**config.mk**
```make
export PLATFORM = sky130hd
export DESIGN_NAME = rfm_reading_filter
export DESIGN_NICKNAME = d
export VERILOG_FILES = /design/src/rtl/rfm_pkg.sv /design/src/rtl/rfm_reading_filter.sv
export SDC_FILE = /design/constraint.sdc
export NUM_CORES = 2
export LEC_CHECK = 0
export BUFFER_PORTS_ARGS = -buffer_cell sky130_fd_sc_hd__buf_4
export CORE_ASPECT_RATIO = 0.5
export CORE_MARGIN = 4
export CORE_UTILIZATION = 43
export CTS_CLUSTER_DIAMETER = 50
export DETAILED_ROUTE_END_ITERATION = 7
export PLACE_DENSITY_LB_ADDON = 0.08
export RECOVER_POWER = 100
export SLEW_MARGIN = 20
export SYNTH_ARGS = -nofsm -noshare
export SYNTH_HDL_FRONTEND = slang
export SYNTH_SLANG_ARGS = --single-unit
export TNS_END_PERCENT = 20
```
**constraint.sdc**
```tcl
create_clock -name pclk -period 98.7 [get_ports pclk]
set_input_delay 4.935 -clock pclk [delete_from_list [all_inputs] [get_ports pclk]]
set_output_delay 4.935 -clock pclk [all_outputs]
set_load 0.01 [all_outputs]
```
**src/rtl/rfm_pkg.sv**
```systemverilog
// Constants, register map and state type of the reading filter block
package rfm_pkg;

    // Geometry
    localparam int RFM_NCH = 4;             // Number of sensor inputs
    localparam int RFM_DW = 24;             // Reading width, signed, preferred unit
    localparam int RFM_KW = 16;             // Kelvin reading width, 0.1 K per lsb
    localparam int RFM_FRAC = 8;            // Extra fraction bits in the average
    localparam int RFM_AW = 32;             // Average accumulator width

    // Global register byte offsets
    localparam logic [11:0] RFM_CTRL_OFS = 12'h000;   // Max/min reset strobe
    localparam logic [11:0] RFM_STS_OFS = 12'h004;    // Sticky event status, write 1 to clear
    localparam logic [11:0] RFM_MSK_OFS = 12'h008;    // Interrupt mask
    localparam logic [11:0] RFM_CH_BASE = 12'h040;    // First per-input bank
    localparam logic [11:0] RFM_CH_LAST = 12'h0bc;    // Last byte word of the banks

    // Word index inside a per-input bank (32 byte stride)
    localparam logic [2:0] RFM_R_CFG = 3'h0;    // Enable, points, window, unit
    localparam logic [2:0] RFM_R_LIM = 3'h1;    // Temperature limit
    localparam logic [2:0] RFM_R_FSR = 3'h2;    // Full-scale range
    localparam logic [2:0] RFM_R_FLT = 3'h3;    // Filtered value, read only
    localparam logic [2:0] RFM_R_MAX = 3'h4;    // Highest reading, read only
    localparam logic [2:0] RFM_R_MIN = 3'h5;    // Lowest reading, read only
    localparam logic [2:0] RFM_R_MMV = 3'h6;    // Max/min valid, read only

    // Field positions of the configuration word
    localparam int RFM_CFG_EN = 0;          // Filter enable
    localparam int RFM_CFG_PTS = 8;         // Point count, 7 bits
    localparam int RFM_CFG_WIN = 16;        // Window percent, 4 bits
    localparam int RFM_CFG_UNIT = 24;       // Preferred unit, 2 bits

    // Limits and reset values
    localparam logic [6:0] RFM_PTS_MIN = 7'h02;     // 2 points
    localparam logic [6:0] RFM_PTS_MAX = 7'h40;     // 64 points
    localparam logic [6:0] RFM_PTS_RST = 7'h08;     // 8 points
    localparam logic [3:0] RFM_WIN_MIN = 4'h1;      // 1 percent
    localparam logic [3:0] RFM_WIN_MAX = 4'ha;      // 10 percent
    localparam logic [3:0] RFM_WIN_RST = 4'ha;      // 10 percent
    localparam logic [15:0] RFM_LIM_MAX = 16'h7526; // 2999.0 K in 0.1 K steps
    localparam logic [15:0] RFM_LIM_RST = 16'h0000; // 0 K, check off
    localparam logic [23:0] RFM_FSR_RST = 24'hffffff; // Full-scale range after reset
    localparam logic [31:0] RFM_PCT_SCALE = 32'h00000064; // 100 percent

    // Preferred unit encoding
    typedef enum logic [1:0] {
        RFM_UNIT_K = 2'h0,
        RFM_UNIT_C = 2'h1,
        RFM_UNIT_SENSOR = 2'h2
    } rfm_unit_t;

    // Whole state of the block
    typedef struct packed {
        logic [RFM_NCH-1:0] fen;                    // Filter enables
        logic [RFM_NCH-1:0][6:0] pts;               // Point counts
        logic [RFM_NCH-1:0][3:0] win;               // Window percent
        logic [RFM_NCH-1:0][1:0] unit;              // Preferred units
        logic [RFM_NCH-1:0][RFM_KW-1:0] lim;        // Temperature limits
        logic [RFM_NCH-1:0][RFM_DW-1:0] fsr;        // Full-scale ranges
        logic [RFM_NCH-1:0][RFM_AW-1:0] avg;        // Running averages
        logic [RFM_NCH-1:0] prim;                   // Average holds a value
        logic [RFM_NCH-1:0][RFM_DW-1:0] mx;         // Highest readings
        logic [RFM_NCH-1:0][RFM_DW-1:0] mn;         // Lowest readings
        logic [RFM_NCH-1:0] mmv;                    // Max/min hold a reading
        logic [7:0] sts;                            // Sticky events
        logic [7:0] msk;                            // Interrupt mask
        logic pready;
        logic [31:0] prdata;
        logic pslverr;
        logic out_valid;
        logic [1:0] out_chan;
        logic [RFM_DW-1:0] out_value;
        logic ctl_valid;
        logic [1:0] ctl_chan;
        logic [RFM_DW-1:0] ctl_value;
        logic shutdown;
        logic irq;
    } rfm_state_t;

endpackage

```
**src/rtl/rfm_reading_filter.sv**
```systemverilog
// Per-input reading filter, max/min tracker and over-temperature shutdown
//
// Decided for this implementation: the APB register port and the register addresses.
`timescale 1ns/1ps

// Notes on behaviour
// - Enabled filter smooths each reported reading except seed and restart readings
// - One filter output per incoming reading
// - Control gets raw; features get filtered
// - One point equals one new reading
// - Points 2 to 64, default 8
// - Time constant set by points and interval
// - Default eight points settle in 45 readings
// - Large single jump restarts the filter
// - Window 1 to 10 percent full scale
// - Any input over limit raises shutdown
// - Per-input limit to 2999 K, 0 off
// - Keep highest and lowest reading per input
// - Max/min capture always runs
// - Max/min cleared on reset, change, request
// - Max/min in preferred unit
module rfm_reading_filter
    import rfm_pkg::*;
(
    input wire logic pclk,
    input wire logic presetn,
    input wire logic psel,
    input wire logic penable,
    input wire logic pwrite,
    input wire logic [11:0] paddr,
    input wire logic [31:0] pwdata,
    output logic [31:0] prdata,
    output logic pready,
    output logic pslverr,
    input wire logic rd_valid,
    input wire logic [1:0] rd_chan,
    input wire logic [RFM_DW-1:0] rd_value,
    input wire logic [RFM_KW-1:0] rd_kelvin,
    output logic out_valid,
    output logic [1:0] out_chan,
    output logic [RFM_DW-1:0] out_value,
    output logic ctl_valid,
    output logic [1:0] ctl_chan,
    output logic [RFM_DW-1:0] ctl_value,
    output logic [2*RFM_NCH-1:0] unit_sel,
    output logic shutdown,
    output logic irq
);

    rfm_state_t s_q;                        // Registered state
    rfm_state_t s_d;                        // Next state

    logic apb_req;                          // Access phase waiting for its answer
    logic apb_wr;                           // Write completes at this edge
    logic in_bank;                          // Address inside the per-input banks
    logic [11:0] bank_ofs;                  // Offset from the first bank
    logic [1:0] bch;                        // Bank channel
    logic [2:0] breg;                       // Word inside the bank
    logic [7:0] sts_set;                    // Events of this cycle
    logic [7:0] sts_clr;                    // Software clears of this cycle
    logic [6:0] wpts;                       // Clamped point count
    logic [3:0] wwin;                       // Clamped window
    logic [15:0] wlim;                      // Clamped limit
    logic signed [RFM_AW:0] xs;             // Reading with fraction bits
    logic signed [RFM_AW:0] diff;           // Reading minus average
    logic signed [RFM_AW:0] step;           // Difference over points
    logic signed [RFM_DW:0] dev;            // Reading minus filtered value
    logic [RFM_DW:0] dev_abs;               // Magnitude of the jump
    logic [31:0] dev_pct;                   // Jump times 100
    logic [31:0] thr_pct;                   // Full scale times window percent
    logic [RFM_DW-1:0] rep;                 // Value reported for this reading
    logic [RFM_DW-1:0] cur_flt;             // Filtered value of the reading channel

    // Next-state logic: bus slave, configuration, filter, tracker, limits
    always_comb begin
        s_d = s_q;
        xs = '0;
        diff = '0;
        step = '0;
        dev = '0;
        dev_abs = '0;
        dev_pct = '0;
        thr_pct = '0;
        rep = '0;
        cur_flt = '0;
        sts_set = '0;
        sts_clr = '0;
        wpts = RFM_PTS_RST;
        wwin = RFM_WIN_RST;
        wlim = RFM_LIM_RST;
        s_d.out_valid = 1'b0;
        s_d.ctl_valid = 1'b0;

        // Decode of the address
        bank_ofs = paddr - RFM_CH_BASE;
        in_bank = (paddr >= RFM_CH_BASE) && (paddr <= RFM_CH_LAST);
        bch = bank_ofs[6:5];
        breg = bank_ofs[4:2];
        apb_req = psel && penable && !s_q.pready;
        apb_wr = psel && penable && s_q.pready && pwrite && !s_q.pslverr;

        // Answer one cycle into the access phase
        s_d.pready = apb_req;
        if (apb_req) begin
            s_d.prdata = '0;
            s_d.pslverr = 1'b0;
            if (paddr[1:0] != 2'h0) begin
                // Misaligned address
                s_d.pslverr = 1'b1;
            end else if (paddr == RFM_CTRL_OFS) begin
                // Strobe register reads as zero
                s_d.prdata = '0;
            end else if (paddr == RFM_STS_OFS) begin
                s_d.prdata = {24'h000000, s_q.sts};
            end else if (paddr == RFM_MSK_OFS) begin
                s_d.prdata = {24'h000000, s_q.msk};
            end else if (in_bank) begin
                case (breg)
                    RFM_R_CFG: begin
                        s_d.prdata[RFM_CFG_EN] = s_q.fen[bch];
                        s_d.prdata[RFM_CFG_PTS +: 7] = s_q.pts[bch];
                        s_d.prdata[RFM_CFG_WIN +: 4] = s_q.win[bch];
                        s_d.prdata[RFM_CFG_UNIT +: 2] = s_q.unit[bch];
                    end
                    RFM_R_LIM: s_d.prdata = {16'h0000, s_q.lim[bch]};
                    RFM_R_FSR: s_d.prdata = {8'h00, s_q.fsr[bch]};
                    RFM_R_FLT: s_d.prdata = {8'h00, s_q.avg[bch][RFM_FRAC +: RFM_DW]};
                    RFM_R_MAX: s_d.prdata = {8'h00, s_q.mx[bch]};
                    RFM_R_MIN: s_d.prdata = {8'h00, s_q.mn[bch]};
                    RFM_R_MMV: s_d.prdata = {31'h00000000, s_q.mmv[bch]};
                    default: s_d.pslverr = 1'b1;
                endcase
            end else begin
                // Unmapped address
                s_d.pslverr = 1'b1;
            end
        end

        // Writes take effect at the edge that completes the access
        if (apb_wr) begin
            if (paddr == RFM_CTRL_OFS) begin
                if (pwdata[0]) begin
                    s_d.mmv = '0;
                end
            end else if (paddr == RFM_STS_OFS) begin
                sts_clr = pwdata[7:0];
            end else if (paddr == RFM_MSK_OFS) begin
                s_d.msk = pwdata[7:0];
            end else if (in_bank) begin
                // Any change of an input's parameters clears its max/min
                if (breg <= RFM_R_FSR) begin
                    s_d.mmv[bch] = 1'b0;
                end
                case (breg)
                    RFM_R_CFG: begin
                        // Clamp the point count into its legal span
                        wpts = pwdata[RFM_CFG_PTS +: 7];
                        if (wpts < RFM_PTS_MIN) begin
                            wpts = RFM_PTS_MIN;
                        end else if (wpts > RFM_PTS_MAX) begin
                            wpts = RFM_PTS_MAX;
                        end
                        // Clamp the window into its legal span
                        wwin = pwdata[RFM_CFG_WIN +: 4];
                        if (wwin < RFM_WIN_MIN) begin
                            wwin = RFM_WIN_MIN;
                        end else if (wwin > RFM_WIN_MAX) begin
                            wwin = RFM_WIN_MAX;
                        end
                        // A new enable or point count restarts the average
                        if (pwdata[RFM_CFG_EN] != s_q.fen[bch] || wpts != s_q.pts[bch]) begin
                            s_d.prim[bch] = 1'b0;
                        end
                        s_d.fen[bch] = pwdata[RFM_CFG_EN];
                        s_d.pts[bch] = wpts;
                        s_d.win[bch] = wwin;
                        s_d.unit[bch] = pwdata[RFM_CFG_UNIT +: 2];
                    end
                    RFM_R_LIM: begin
                        wlim = pwdata[15:0];
                        if (wlim > RFM_LIM_MAX) begin
                            wlim = RFM_LIM_MAX;
                        end
                        s_d.lim[bch] = wlim;
                    end
                    RFM_R_FSR: s_d.fsr[bch] = pwdata[RFM_DW-1:0];
                    default: s_d.fsr = s_d.fsr;                 // Read-only words ignore writes
                endcase
            end
        end

        // One reading in gives one reported value out
        if (rd_valid) begin
            cur_flt = s_q.avg[rd_chan][RFM_FRAC +: RFM_DW];
            xs = {{(RFM_AW-RFM_DW-RFM_FRAC+1){rd_value[RFM_DW-1]}}, rd_value, 8'h00};
            diff = xs - {s_q.avg[rd_chan][RFM_AW-1], s_q.avg[rd_chan]};
            step = diff / $signed({26'h0000000, s_q.pts[rd_chan]});
            dev = $signed({rd_value[RFM_DW-1], rd_value}) - $signed({cur_flt[RFM_DW-1], cur_flt});
            dev_abs = dev[RFM_DW] ? -dev : dev;
            dev_pct = 32'(dev_abs) * RFM_PCT_SCALE;
            thr_pct = 32'(s_q.fsr[rd_chan]) * 32'(s_q.win[rd_chan]);
            if (!s_d.fen[rd_chan]) begin
                // Filter off: report the raw reading
                s_d.prim[rd_chan] = 1'b0;
                rep = rd_value;
            end else if (!s_d.prim[rd_chan]) begin
                // First reading after enable or reset seeds the average
                s_d.avg[rd_chan] = xs[RFM_AW-1:0];
                s_d.prim[rd_chan] = 1'b1;
                rep = rd_value;
            end else if (dev_pct > thr_pct) begin
                // Deliberate step: restart instead of averaging
                s_d.avg[rd_chan] = xs[RFM_AW-1:0];
                sts_set[4 + rd_chan] = 1'b1;
                rep = rd_value;
            end else begin
                // Exponential running average, time constant per points
                s_d.avg[rd_chan] = s_q.avg[rd_chan] + step[RFM_AW-1:0];
                rep = s_d.avg[rd_chan][RFM_FRAC +: RFM_DW];
            end
            // Reported stream carries the filtered value
            s_d.out_valid = 1'b1;
            s_d.out_chan = rd_chan;
            s_d.out_value = rep;
            // Control loops see the raw value
            s_d.ctl_valid = 1'b1;
            s_d.ctl_chan = rd_chan;
            s_d.ctl_value = rd_value;
            // Max/min tracking on every reading, no enable
            if (!s_d.mmv[rd_chan]) begin
                s_d.mx[rd_chan] = rep;
                s_d.mn[rd_chan] = rep;
                s_d.mmv[rd_chan] = 1'b1;
            end else begin
                if ($signed(rep) > $signed(s_q.mx[rd_chan])) begin
                    s_d.mx[rd_chan] = rep;
                end
                if ($signed(rep) < $signed(s_q.mn[rd_chan])) begin
                    s_d.mn[rd_chan] = rep;
                end
            end
            // Over-temperature check, a zero limit disables it
            if (s_q.lim[rd_chan] != 16'h0000 && rd_kelvin > s_q.lim[rd_chan]) begin
                sts_set[rd_chan] = 1'b1;
            end
        end

        // Sticky status: a new event wins over a clear in the same cycle
        s_d.sts = (s_q.sts & ~sts_clr) | sts_set;
        // Any latched over-limit event raises shutdown; the control outputs keep running
        s_d.shutdown = |s_d.sts[3:0];
        s_d.irq = |(s_d.sts & s_d.msk);
    end

    // State register
    always_ff @(posedge pclk or negedge presetn) begin
        if (!presetn) begin
            s_q <= '0;
            s_q.pts <= {RFM_NCH{RFM_PTS_RST}};
            s_q.win <= {RFM_NCH{RFM_WIN_RST}};
            s_q.lim <= {RFM_NCH{RFM_LIM_RST}};
            s_q.fsr <= {RFM_NCH{RFM_FSR_RST}};
            s_q.unit <= {RFM_NCH{RFM_UNIT_K}};
        end else begin
            s_q <= s_d;
        end
    end

    // Outputs straight from the state register
    assign prdata = s_q.prdata;
    assign pready = s_q.pready;
    assign pslverr = s_q.pslverr;
    assign out_valid = s_q.out_valid;
    assign out_chan = s_q.out_chan;
    assign out_value = s_q.out_value;
    assign ctl_valid = s_q.ctl_valid;
    assign ctl_chan = s_q.ctl_chan;
    assign ctl_value = s_q.ctl_value;
    assign unit_sel = s_q.unit;
    assign shutdown = s_q.shutdown;
    assign irq = s_q.irq;

endmodule // rfm_reading_filter

```
[Word level (Yosys, flattened, before mapping)]
Index checks and enable logic that the tools add are counted.
Word-level totals
  flip-flop bits (word level): 648
  bits in latches: 0
  memory bits (writable): 0
  memory bits (read-only): 0
  input bits: 92
  memories kept: 0
Operators by class
  add/sub/neg operators: 6
  $mul: 2
  divide/modulo/power cells: 1
  magnitude comparators: 19
  equality and inequality tests: 12
  shift-type cells: 0
  muxes and demuxes: 165
  bitwise gates (word level): 15
  reduce and logical (&&, ||, !) cells: 27
Operators with widths (count)
  $mux W216: 5
  $bmux W24 S2: 6
  $bwmux W96: 3
  $mux W24: 12
  $mux W96: 3
  $bwmux W128: 2
  $mux W128: 2
  $mux W200: 1
  $bmux W32 S2: 3
  $mux W192: 1
  $mux W16: 10
  $mux W32: 5
  $mux W4: 28
  $mux W26: 4
  $mux W8: 13
  $demux W24 S2: 2
  $mux W7: 11
  $bmux W16 S2: 2
  $bwmux W64: 1
  $demux W32 S2: 1
  $mux W64: 1
  $mux W56: 1
  $mux W54: 1
  $pmux W7 S6: 1
  other kinds (76): 128

[Longest topological paths before layout]
  word-level depth: 29
  mapped depth: 516
  mapped depth without buffers: 475

[Worst setup path after synthesis]
Ideal clock, no wire load.
  kind: input to register
  start: in rd_chan[0]
  end: reg with a tool-made name
  library setup time: 0.145 ns
  data arrival time: 101.795 ns
  required time: 98.555 ns
  setup slack: -3.239 ns
  stages: 503
  buffers on the path: 44
  cell sequence: buf_6 > buf_4 > buf_1 > clkbuf_1 > clkbuf_1 > buf_1 > buf_1 > mux4_2 > ha_1 > nand2b_1 > or4_1 > a211o_1 > o221a_2 > xnor2_1 > a2111oi_2 > nor4bb_1 > and3_1 > and3_1 > [467 not listed] > nand2b_1 > a21oi_1 > xnor2_1 > xnor2_1 > o21ai_1 > ha_1 > nand4_1 > nor4_1 > o21ai_0 > nand2_1 > mux2i_1 > a21oi_1 > or2_2 > clkbuf_1 > nand2_1 > clkbuf_1 > clkbuf_1 > o21ai_0
RTL lines
  start, declared: RTL line rfm_reading_filter.sv:36  | input wire logic [1:0] rd_chan,

==> flow_summary.toml <==
[placement]
portBuffers = 177
gp_congestion = 0.941
dp_hpwl_microns = 173000

[critical_path]
cp.required_ns = 99.26
cp_top_family = "compound AO/OA/AOI/OAI gates"
endpoint_kind = "flip-flop"
max_stage_delay_ns = 0.62
timing.rr.start = "s_q[346]"
cpMostUsedCell = "o21a_1"
cp.arrival_ns = 93.12
worst-setup-path-type = "primary input to flip-flop"
ff2ff_setup_slack_ns = 10.32
crit_path_start_kind = "primary input"
cp.depth = 476
r2r_cells = 475
critPathMaxFanout = 19
slowest_stage = "mux4_2"
critPathBufInv = 28

[floorplanning]
start_util = 0.434
die_area_sq_um = 157000
ios = 190
rows = 100
die_h_microns = 282
core-area_sq_um = 149000
die_w_microns = 557

[synthesis]
netlist_instances = 7411
synth.distinct_cells = 148
async_reset_ff_frac = 1.00
synth-edff-count = 0
synth_common_cells = "nand2_1 (929), o21ai_0 (653), dfrtp_1 (533), ha_1 (476), nor2_1 (455)"
synth.top_cell.area_share = 0.206
synthTopCellsByArea = "dfrtp_1 (21%), ha_1 (9.2%), mux4_2 (8.9%)"
ys.flop_type = "dfrtp_1"
netlist_area_sq_um = 64700
seq_area_frac_synth = 0.250
yosysMostFrequentCell = "nand2_1"
ys_warn_count = 0
syn_area_per_cell_sq_um = 8.74
synth_area_leader_cell = "dfrtp_1"
ys_seq_elements = 641

[timing]
hold_viol_final = 0
finalSetupViolCount = 0
fmax_mhz = 10.8
timing.slew.headroom = -3.77
worst_slew_pin_slew_ns = 7.15
post-route-period-util = 0.938
period_needed_ns = 92.56
drv_slew = 1280
skew_ns = 0.0405

[cts]
ctsLongestPathBuffers = 3
cts_root_buf = "clkbuf_16"
cts_sinks = 641
cts_inserted_buffers = 79
ctsHtreeMaxLevel = 3
clock_latency_ns = 0.66
cts_tree = "built"
path_clk_slew_ns = 0.06
hold_buffers = 0

[status]
outcome = "finished, violations left"
violations = "max-capacitance violations, max-slew violations"

[grt]
grt_remaining_overflow = 0
grtUsageTotal = 0.281
grt_pass1_wl_microns = 347000
antenna_found_initial = 9
grt_start_max_net_pins = 180
grt_pass1_vias = 57533

[worst_hold_path]
hold_class = "flip-flop to flip-flop"
holdPathStages = 2

[drt]
first_pass_iters = 6
vias_per_cell = 6.10
wl_microns = 227000
ant_nets = 0
post_drt_wl_per_cell_microns = 23.5
drc_errors = 0
drt_iter0_drc = 5116
vias = 58929

[final_layout]
final_util = 0.486
drive_gt1_frac = 0.186
n_fill_cell = 14301
register_area_sq_um = 16200
layout.nets = 8237
syn_to_final_growth_pct = 11.9
multi_input_area_sq_um = 46000

[job]
cap_viol_max_count = 21
-- metrics by stage --
stage | hold WS, ns | setup TNS, ns | instance area [sq um] | std cells | worst slack [ns]
2_1_floorplan | 0.443 | 0 | 64900 | 7416 | 0.115
3_3_place_gp | 0.457 | 0 | 68900 | 9456 | 0.504
3_5_place_dp | 0.465 | -23.64 | 69000 | 9458 | -0.383
4_1_cts | 0.477 | 0 | 71700 | 9606 | 0.0397
5_1_grt | 0.499 | -31.30 | 72500 | 9659 | -0.336
6_report | 0.476 | 0 | 72500 | 9660 | 6.14
-- routing by layer --
layer  part of all wire  global-route usage  up-vias
met5                  0                   0        -
met4              0.029              0.0746        0
met3              0.065              0.0448      265
met2               0.44               0.446     1745
met1               0.46               0.399    29292
li1                   -                   -    27627
-- cell families after synthesis --
family                   after synthesis  share of synthesized area
buffers and inverters                808                     0.0541
other                                  1                  0.0000579
multiplexers                         570                      0.142
AO/OA/AOI/OAI                       2056                      0.208
flip-flops                           641                      0.250
AND/OR/NAND/NOR                     2463                      0.189
adder cells (fa/ha/maj)              544                      0.113
XOR/XNOR                             328                     0.0446
-- tightest hold or removal path, delay by kind of cell (launching register included) --
family	cells	cell delay, ns
flip-flops	1	0.34
AO/OA/AOI/OAI	1	0.06
AND/OR/NAND/NOR	1	0.04
-- worst max-delay path by stage --
stage / end / from
global placement: flip-flop / rd_chan[0]
finish: flip-flop / rd_chan[0]
floorplan: flip-flop / rd_chan[0]
detailed placement: flip-flop / rd_chan[0]
CTS: flip-flop / rd_chan[0]
global route: flip-flop / rd_chan[0]
-- cell type report --
cell class | count | area share
Multi-Input combinational cell | 5968 | 0.634
Antenna cell | 1 | 0.0000345
Clock buffer | 107 | 0.0300
Inverter | 389 | 0.0201
Clock inverter | 41 | 0.00694
Timing Repair Buffer | 524 | 0.0510
Sequential cell | 641 | 0.223
Tap cell | 1989 | 0.0343
-- placed cells by master, fill, tap and decap left out, drive strengths merged, types with 26 or more instances in the layout --
cell and count:
a21o 81, a21oi 383, and4 26, o31ai 95
a22oi 41, dfrtp 533, or3 65, nor2b 71
a211oi 39, buf 404, or2 42, nand2 929
nand4 86, o21a 211, a41oi 26, dfstp 108
clkbuf 227, fa 66, nor4 52, mux2i 117
nand2b 96, a22o 30, ha 476, xnor2 223
xor2 104, and2 92, nor2 463, o21ai 705
nand3 130, and3 54, a31oi 72, nor3 263
o22ai 30, mux4 257, o21bai 35, mux2 196
o211ai 50, inv 399
-- repair_timing --
| item | 4_1_cts | 5_1_grt |
|---|---|---|
| pin swaps | 0 | 50 |
| setup buffers | 0 | 47 |
| setup endpoints to repair | 100 | 316 |
| gates resized for setup | 6 | 208 |
| gates cloned | 0 | 4 |
Power is not shown: default switching activity piles up to over one toggle a cycle in this logic, so the estimate is an artifact.
